$ cat src/hdl/smc_pkg.sv
package smc_pkg;
   // ------------------------------------------------------------
   // Register indices (byte address = 4 * index)
   // ------------------------------------------------------------
   localparam logic [15:0] IDX_CLK_DIV  = 16'h3000;
   localparam logic [15:0] IDX_CLK_CTL  = 16'h3001;
   localparam logic [15:0] IDX_CFG_ONE  = 16'h3002;
   localparam logic [15:0] IDX_CFG_TWO  = 16'h3003;
   localparam logic [15:0] IDX_CMD_ONE  = 16'h3004;
   localparam logic [15:0] IDX_CMD_TWO  = 16'h3005;
   localparam logic [15:0] IDX_STAT_ONE = 16'h3006;
   localparam logic [15:0] IDX_STAT_TWO = 16'h3007;
   localparam logic [15:0] IDX_DAT_ONE  = 16'h3008;
   localparam logic [15:0] IDX_DAT_TWO  = 16'h3009;
   localparam logic [15:0] IDX_IRQ_STAT = 16'h300a;
   localparam logic [15:0] IDX_IRQ_MASK = 16'h300b;
   localparam int          ADDR_W       = 18;
   // ------------------------------------------------------------
   // Field positions
   // ------------------------------------------------------------
   localparam int CC_EN      = 15;  // clock control: port enable
   localparam int CF2_LOOP   = 15;  // config two: loopback
   localparam int CF2_DLY_LO = 0;   // config two: cs-to-data delay [1:0]
   localparam int CF1_POL    = 0;   // config one: per slave 4 bits: pol, pha, cs_pol
   localparam int CF1_PHA    = 1;
   localparam int CF1_CSP    = 2;
   localparam int CMD1_IE    = 15;  // command one: char interrupt enable
   localparam int CMD2_LEN   = 3;   // command two: length-1 at [7:3]
   localparam int CMD2_CS    = 12;  // command two: slave at [13:12]
   localparam int ST_BUSY    = 0;
   localparam int ST_CHAR    = 1;
   localparam int CNT_W      = 12;
   localparam int LEN_W      = 5;
   localparam logic [15:0] DIV_RESET = 16'h0001;
   localparam logic [3:0]  IRQ_ALL   = 4'hf;

   typedef enum logic [3:0] {
      SMC_IDLE  = 4'b0001,
      SMC_DELAY = 4'b0010,
      SMC_SHIFT = 4'b0100,
      SMC_DONE  = 4'b1000
   } smc_state_t;
endpackage : smc_pkg

$ cat src/hdl/smc_spi_master.sv
// How it works
// - Master only; this block always drives serial clock and selects.
// - Each serial clock cycle shifts one bit out and one bit in.
// - Character length is one to 32 bits.
// - Four select outputs, one per slave, share clock and data.
// - A frame is one to 4096 characters back to back.
// - Optional interrupt after each completed character.
// - One to four serial clock cycles from select to first bit.
// - Serial clock comes from a programmable system clock divider.
// - Idle polarity, phase and select level are programmable.
// - Loopback feeds transmit output back into receive input.
// - One clock out, select outputs, one receive in, one transmit out.
// - Modes 0..3 are polarity/phase 00, 01, 10, 11.
// - Mode 0 launches after falling edge and samples on rising edge.
`timescale 1ns/1ns
`default_nettype none
module smc_spi_master
   import smc_pkg::*;
(
   input  wire logic                 sys_clk,      // 20 MHz system clock
   input  wire logic                 arst_n,       // async reset, active low
   input  wire logic                 wb_cyc_i,     // bus cycle
   input  wire logic                 wb_stb_i,     // strobe
   input  wire logic                 wb_we_i,      // write
   input  wire logic [smc_pkg::ADDR_W-1:0] wb_adr_i, // byte address
   input  wire logic [3:0]           wb_sel_i,     // byte lanes
   input  wire logic [31:0]          wb_dat_i,     // write data
   output logic      [31:0]          wb_dat_o,     // read data
   output logic                      wb_ack_o,     // acknowledge
   output logic                      irq,          // level interrupt
   output logic                      serial_clk,   // serial clock
   output logic      [3:0]           slave_select_lines, // chip selects
   output logic                      serial_tx,    // transmit data
   input  wire logic                 serial_rx     // receive data
);
   import smc_pkg::*;
   // ------------------------------------------------------------
   // Registers
   // ------------------------------------------------------------
   logic [15:0] clk_div, clk_ctl, cfg_one, cfg_two, cmd_one, cmd_two;
   logic [31:0] rx_data;
   logic [3:0]  irq_stat, irq_mask;
   logic        char_ready;
   smc_state_t  state;
   logic [15:0] div_cnt;
   logic        phase_hi;
   logic [LEN_W-1:0] bit_cnt;
   logic [CNT_W-1:0] chr_cnt;
   logic [1:0]  dly_cnt;
   logic [31:0] tx_sh, rx_sh;
   logic [1:0]  cur_cs;
   logic        sclk_int;

   wire         acc      = wb_cyc_i & wb_stb_i & ~wb_ack_o;
   wire [15:0]  idx      = wb_adr_i[ADDR_W-1:2];
   wire         wr       = acc & wb_we_i & wb_sel_i[0] & wb_sel_i[1];
   wire         wr_cmd2  = wr & (idx == IDX_CMD_TWO);
   wire         rd_dat   = acc & ~wb_we_i & (idx == IDX_DAT_ONE);
   wire         start    = wr_cmd2 & (state == SMC_IDLE) & clk_ctl[CC_EN];
   wire [3:0]   slv_cfg  = cfg_one[{cur_cs, 2'b00} +: 4];
   wire         cpol     = slv_cfg[CF1_POL];
   wire         cpha     = slv_cfg[CF1_PHA];
   wire [LEN_W-1:0] len_m1 = cmd_two[CMD2_LEN +: LEN_W];
   // Divider: tick every clk_div+1 system clocks is one half bit
   wire         tick     = (div_cnt == 16'h0000);
   wire         busy     = (state != SMC_IDLE);
   wire         rx_bit   = cfg_two[CF2_LOOP] ? serial_tx : serial_rx;
   wire         last_bit = (bit_cnt == len_m1);
   wire         last_chr = (chr_cnt == cmd_one[CNT_W-1:0]);
   wire         char_end = (state == SMC_SHIFT) & tick & phase_hi & last_bit;
   wire [15:0]  stat_one = {14'h0000, char_ready, busy};
   wire [31:0]  rx_mask  = {32{1'b1}} >> (5'd31 - len_m1);

   // ------------------------------------------------------------
   // Bus slave: one registered ack the cycle after the request, unmapped reads zero
   // ------------------------------------------------------------
   logic [15:0] rd_mux;
   always_comb begin
      case (idx)
         IDX_CLK_DIV:  rd_mux = clk_div;
         IDX_CLK_CTL:  rd_mux = clk_ctl;
         IDX_CFG_ONE:  rd_mux = cfg_one;
         IDX_CFG_TWO:  rd_mux = cfg_two;
         IDX_CMD_ONE:  rd_mux = cmd_one;
         IDX_CMD_TWO:  rd_mux = cmd_two;
         IDX_STAT_ONE: rd_mux = stat_one;
         IDX_STAT_TWO: rd_mux = {12'h000, 2'b00, cur_cs};
         IDX_DAT_ONE:  rd_mux = rx_data[15:0];
         IDX_DAT_TWO:  rd_mux = rx_data[31:16];
         IDX_IRQ_STAT: rd_mux = {12'h000, irq_stat};
         IDX_IRQ_MASK: rd_mux = {12'h000, irq_mask};
         default:      rd_mux = 16'h0000;
      endcase
   end

   always_ff @(posedge sys_clk or negedge arst_n) begin
      if (!arst_n) begin
         wb_ack_o <= 1'b0;
         wb_dat_o <= 32'h0000_0000;
      end else begin
         wb_ack_o <= acc;
         wb_dat_o <= acc ? {16'h0000, rd_mux} : 32'h0000_0000;
      end
   end

   always_ff @(posedge sys_clk or negedge arst_n) begin
      if (!arst_n) begin
         clk_div <= DIV_RESET;
         clk_ctl <= 16'h0000;
         cfg_one <= 16'h0000;
         cfg_two <= 16'h0000;
         cmd_one <= 16'h0000;
         cmd_two <= 16'h0000;
         tx_sh   <= 32'h0000_0000;
         irq_mask <= 4'h0;
      end else begin
         if (wr & (idx == IDX_CLK_DIV)) clk_div <= wb_dat_i[15:0];
         if (wr & (idx == IDX_CLK_CTL)) clk_ctl <= wb_dat_i[15:0];
         if (wr & (idx == IDX_CFG_ONE) & ~busy) cfg_one <= wb_dat_i[15:0];
         if (wr & (idx == IDX_CFG_TWO) & ~busy) cfg_two <= wb_dat_i[15:0];
         if (wr & (idx == IDX_CMD_ONE) & ~busy) cmd_one <= wb_dat_i[15:0];
         if (start) cmd_two <= wb_dat_i[15:0];
         if (wr & (idx == IDX_DAT_ONE)) tx_sh[15:0] <= wb_dat_i[15:0];
         if (wr & (idx == IDX_DAT_TWO)) tx_sh[31:16] <= wb_dat_i[15:0];
         if (wr & (idx == IDX_IRQ_MASK)) irq_mask <= wb_dat_i[3:0];
         // Shift out MSB of the character, which sits at bit len_m1
         if ((state == SMC_SHIFT) & tick & phase_hi) tx_sh <= {tx_sh[30:0], 1'b0};
      end
   end

   // ------------------------------------------------------------
   // Frame sequencer
   // ------------------------------------------------------------
   always_ff @(posedge sys_clk or negedge arst_n) begin
      if (!arst_n) begin
         state    <= SMC_IDLE;
         div_cnt  <= 16'h0000;
         phase_hi <= 1'b0;
         bit_cnt  <= '0;
         chr_cnt  <= '0;
         dly_cnt  <= 2'b00;
         cur_cs   <= 2'b00;
         rx_sh    <= 32'h0000_0000;
         rx_data  <= 32'h0000_0000;
         char_ready <= 1'b0;
      end else begin
         div_cnt <= (tick | ~busy) ? clk_div : div_cnt - 16'h0001;
         if (rd_dat) char_ready <= 1'b0;
         case (state)
            SMC_IDLE: begin
               phase_hi <= 1'b0;
               if (start) begin
                  cur_cs  <= wb_dat_i[CMD2_CS +: 2];
                  dly_cnt <= cfg_two[CF2_DLY_LO +: 2];
                  chr_cnt <= '0;
                  bit_cnt <= '0;
                  state   <= SMC_DELAY;
               end
            end
            SMC_DELAY: begin
               if (tick) begin
                  phase_hi <= ~phase_hi;
                  if (phase_hi) begin
                     if (dly_cnt == 2'b00) state <= SMC_SHIFT;
                     else dly_cnt <= dly_cnt - 2'b01;
                  end
               end
               if (tick & phase_hi & (dly_cnt == 2'b00)) phase_hi <= 1'b0;
            end
            SMC_SHIFT: begin
               if (tick) begin
                  phase_hi <= ~phase_hi;
                  // First half samples, second half launches the next bit
                  if (!phase_hi) rx_sh <= {rx_sh[30:0], rx_bit};
                  else begin
                     bit_cnt <= last_bit ? '0 : bit_cnt + 1'b1;
                     if (last_bit) begin
                        rx_data    <= rx_sh & rx_mask;
                        char_ready <= 1'b1;
                        if (last_chr) state <= SMC_DONE;
                        else chr_cnt <= chr_cnt + 1'b1;
                     end
                  end
               end
            end
            SMC_DONE: begin
               if (tick) state <= SMC_IDLE;
            end
            default: state <= SMC_IDLE;
         endcase
      end
   end

   // Next character data must be written after the previous one ends,
   // since there is no transmit buffer behind the shift register.
   assign sclk_int = (state == SMC_SHIFT) & (phase_hi ^ cpha);

   // ------------------------------------------------------------
   // Pins
   // ------------------------------------------------------------
   genvar g;
   generate
      for (g = 0; g < 4; g++) begin : g_cs
         // Only the addressed slave is driven to its active level
         assign slave_select_lines[g] = cfg_one[4*g+CF1_CSP] ^
               ~(busy & (cur_cs == 2'(g)));
      end
   endgenerate
   assign serial_clk = cpol ^ sclk_int;
   assign serial_tx  = (state == SMC_SHIFT) & tx_sh[len_m1];

   // ------------------------------------------------------------
   // Interrupts: bit 0 char done, bit 1 frame done
   // ------------------------------------------------------------
   wire ev_char  = char_end & cmd_one[CMD1_IE];
   wire ev_frame = char_end & last_chr;
   always_ff @(posedge sys_clk or negedge arst_n) begin
      if (!arst_n) irq_stat <= 4'h0;
      else irq_stat <= (irq_stat & ~((wr & (idx == IDX_IRQ_STAT)) ? wb_dat_i[3:0] : 4'h0))
                       | {2'b00, ev_frame, ev_char};
   end
   assign irq = |(irq_stat & irq_mask & IRQ_ALL);
endmodule : smc_spi_master
`default_nettype wire

$ cat config.mk
export PLATFORM = sky130hd
export DESIGN_NAME = smc_spi_master
export DESIGN_NICKNAME = d
export VERILOG_FILES = /design/src/hdl/smc_pkg.sv /design/src/hdl/smc_spi_master.sv
export SDC_FILE = /design/constraint.sdc
export NUM_CORES = 1
export LEC_CHECK = 0
export BUFFER_PORTS_ARGS = -buffer_cell sky130_fd_sc_hd__buf_2
export CORE_UTILIZATION = 65
export DETAILED_ROUTE_END_ITERATION = 6
export PLACE_DENSITY = 0.95
export SLEW_MARGIN = 20
export SYNTH_ARGS = -nofsm -noshare
export SYNTH_HDL_FRONTEND = slang
export SYNTH_SLANG_ARGS = --single-unit
$ cat constraint.sdc
create_clock -name sys_clk -period 7.9 [get_ports sys_clk]
set_clock_uncertainty 0.1 [all_clocks]
set_input_delay 2.37 -clock sys_clk [delete_from_list [all_inputs] [get_ports sys_clk]]
set_output_delay 2.37 -clock sys_clk [all_outputs]
set_load 0.005 [all_outputs]
==> impl_metrics.json <==
{
  "num_vias": 10863,
  "synth_area_per_cell_um2": 10.9,
  "setup.worst_path.class": "reg -> out",
  "io_pins": 100,
  "grt_pass1_wl_um": 59600,
  "actual_slew_at_the_worst_max_slew_pin_ns": 1.15,
  "vias_cell": 7.21,
  "dominantRegCellSynth": "dfrtp_1",
  "met2_wire_length_um": 17400,
  "placement_rows": 51,
  "wirelength_met1_um": 13800,
  "timing.final.hold_violations": 0,
  "track_usage_pct": 38.4,
  "number_of_cts_inserted_buffers": 27,
  "period_minus_slack_ns": 5.39,
  "cts_setup_buffers": 0,
  "netlist_area_um2": 13100,
  "timing.setup.tns_ns": 0,
  "cts_max_level": 1,
  "leakagePower_nw": 6.57,
  "reg.largest.list": "rx_data (32), rx_sh (32), tx_sh (32)",
  "clk_path_buf_depth": 3,
  "post_synth_num_cell_types": 75,
  "first_global_vias": 10519,
  "cp.required_ns": 5.43,
  "dpl-instance-area_um2": 13400,
  "floorplan.die_area_um2": 20800,
  "die_w_um": 144,
  "postSynthRegisterBits": 260,
  "cts_sinks": 260,
  "timing.max_slew.rel_slack_pct": 23.4,
  "power_density_nw_per_um2": 198,
  "route.detailed.drc": 0,
  "synth-warning-count": 0,
  "globalRoute.totalOverflow": 0,
  "clock_network_latency_to_the_later_pin_of_the_worst_skew_pair_ns": 0.57,
  "rsz0062_at_grt": "no",
  "worst-path-max-fanout": 21,
  "async_reset_ff_share_pct": 100,
  "finalSetupViolations": 0,
  "grt_start_max_net_pins": 92,
  "final_common_cell": "dfrtp_1",
  "drive_gt1_share_pct": 22.2,
  "die_h_um": 144,
  "detailed_routed_wire_length_on_met3_um": 4750,
  "achievable-frequency_mhz": 185,
  "initial_core_util_pct": 66.8,
  "antenna_cells_inserted": 0,
  "slew_viol_final": 0,
  "final_worst_path_period_share_pct": 68.2,
  "setup.worst_path.start_class": "register",
  "type_of_destination_of_the_critical_path": "primary output",
  "finalNetCount": 1289,
  "critical_path_data_arrival_time_ns": 2.92,
  "netlist_instances": 1208,
  "place.port_buffers": 63,
  "top_library_cells_by_usage_in_the_layout_fill_and_taps_aside": "258 x dfrtp_1, 126 x mux2_2, 107 x nand2_1",
  "ys_seq_area_share_pct": 49.6,
  "clkTransAtPathRegs_ns": 0.06,
  "wl_per_cell_um": 25.9,
  "number_of_nets_still_failing_antenna_checks_after_routing": 0,
  "finalWirelength_um": 39000,
  "synth_edf_count": 0,
  "dr.max_layer_used": "met4",
  "core_area_um2": 19700,
  "post_cts_resize_count": 0,
  "cap_violations": 0,
  "tritoncts_clock_tree": "done",
  "place.gp.congestion": 0.992,
  "drt_first_iter_violations": 1587,
  "worst_min_delay_path_class": "reg -> reg",
  "fin_util_pct": 73.5,
  "drt_pre_antenna_iters": 6,
  "layout-area-overhead-vs-synth_pct": 9.99,
  "dp_hpwl_um": 25200,
  "fin_area_um2": 14400,
  "grt_antenna_before_repair": 0,
  "status": "finished clean",
  "cts_root_buffer": "clkbuf_16",
  "irDropWorstVdd_mv": 0.195,
  "post_cts_hold_buffer_count": 0
}
## cell type report
cell class,count,area [µm²]
Clock inverter,15,274
Multi-Input combinational cell,822,6050
Timing Repair Buffer,73,408
Fill cell,1245,5210
Tap cell,265,332
Sequential cell,260,6510
Clock buffer,33,728
Inverter,38,143
## metrics by stage
stage / std cells / setup WS [ns] / power (mW) / hold slack, ns
floorplan: 1223 / 3.29 / 1.38 / 0.338
global placement: 1457 / 2.03 / 1.43 / 0.352
detailed placement: 1458 / 2.01 / 1.43 / 0.355
CTS: 1506 / 2.54 / 2.86 / 0.369
global route: 1506 / 2.41 / 2.91 / 0.389
finish: 1506 / 2.51 / 2.86 / 0.367
## kinds of logic after synthesis
logic type	count (synthesis)	synth area share (%)
other	1	0.0286
AOI/OAI and AO/OA	246	12.7
adders and majority gates	7	0.667
xor gates and xnor gates	37	2.47
muxes	190	16.4
DFF	260	49.6
and+or+nand+nor	326	13.1
buffers and inverters	141	5.08
## where the power goes
part	internal [mW]	switching, mW
registers	1.33	0.000176
clock network	0.887	0.557
logic	0.0148	0.0670
total	2.23	0.624
## critical path, stage by stage (launching register included)
cell      delay [ns]
dfrtp_1         0.95
mux4_2          0.62
a311oi_1        0.35
a22o_1          0.23
nor2_1          0.07
buf_2           0.14
## synth_stat cells, types with 8 or more instances
cell	n	area (µm²)
dfrtp_1	258	6460
mux2_2	126	1420
nand2_1	107	402
mux2i_1	57	571
nor2_1	56	210
o21ai_0	56	280
clkbuf_1	53	199
a21oi_1	44	220
inv_1	38	143
nand3_1	34	170
a22oi_1	26	195
xnor2_1	26	228
buf_4	23	173
buf_2	20	100
a31oi_1	17	106
nor4_1	17	106
nand4_1	16	100
nor3_1	16	80.1
o31ai_1	15	113
and3_1	11	68.8
xor2_1	11	96.3
a211oi_1	9	67.6
or4_1	9	67.6
or3_1	8	50.1
## per-layer routing
layer / vias to the layer above / GRT usage (%)
met2: 919 / 58.3
met4: 0 / 24.7
met1: 5266 / 49.0
li1: 4417 / -
met5: - / 0
met3: 261 / 10.1
## final timing paths
kind / start / end / slack [ns] / cells after the start
setup / recovery: cmd_two[4] / serial_tx / 2.51 / 5
setup reg to reg: div_cnt[11] / irq_stat[1] / 4.28 / 5
max in group asynchronous: arst_n / cfg_two[7] / 4.72 / 2
min in group asynchronous: arst_n / tx_sh[24] / 1.73 / 1
hold reg to reg: cmd_two[0] / cmd_two[0] / 0.37 / 2
hold / removal: cmd_two[0] / cmd_two[0] / 0.37 / 2
Power figures use the tool's default switching activity.
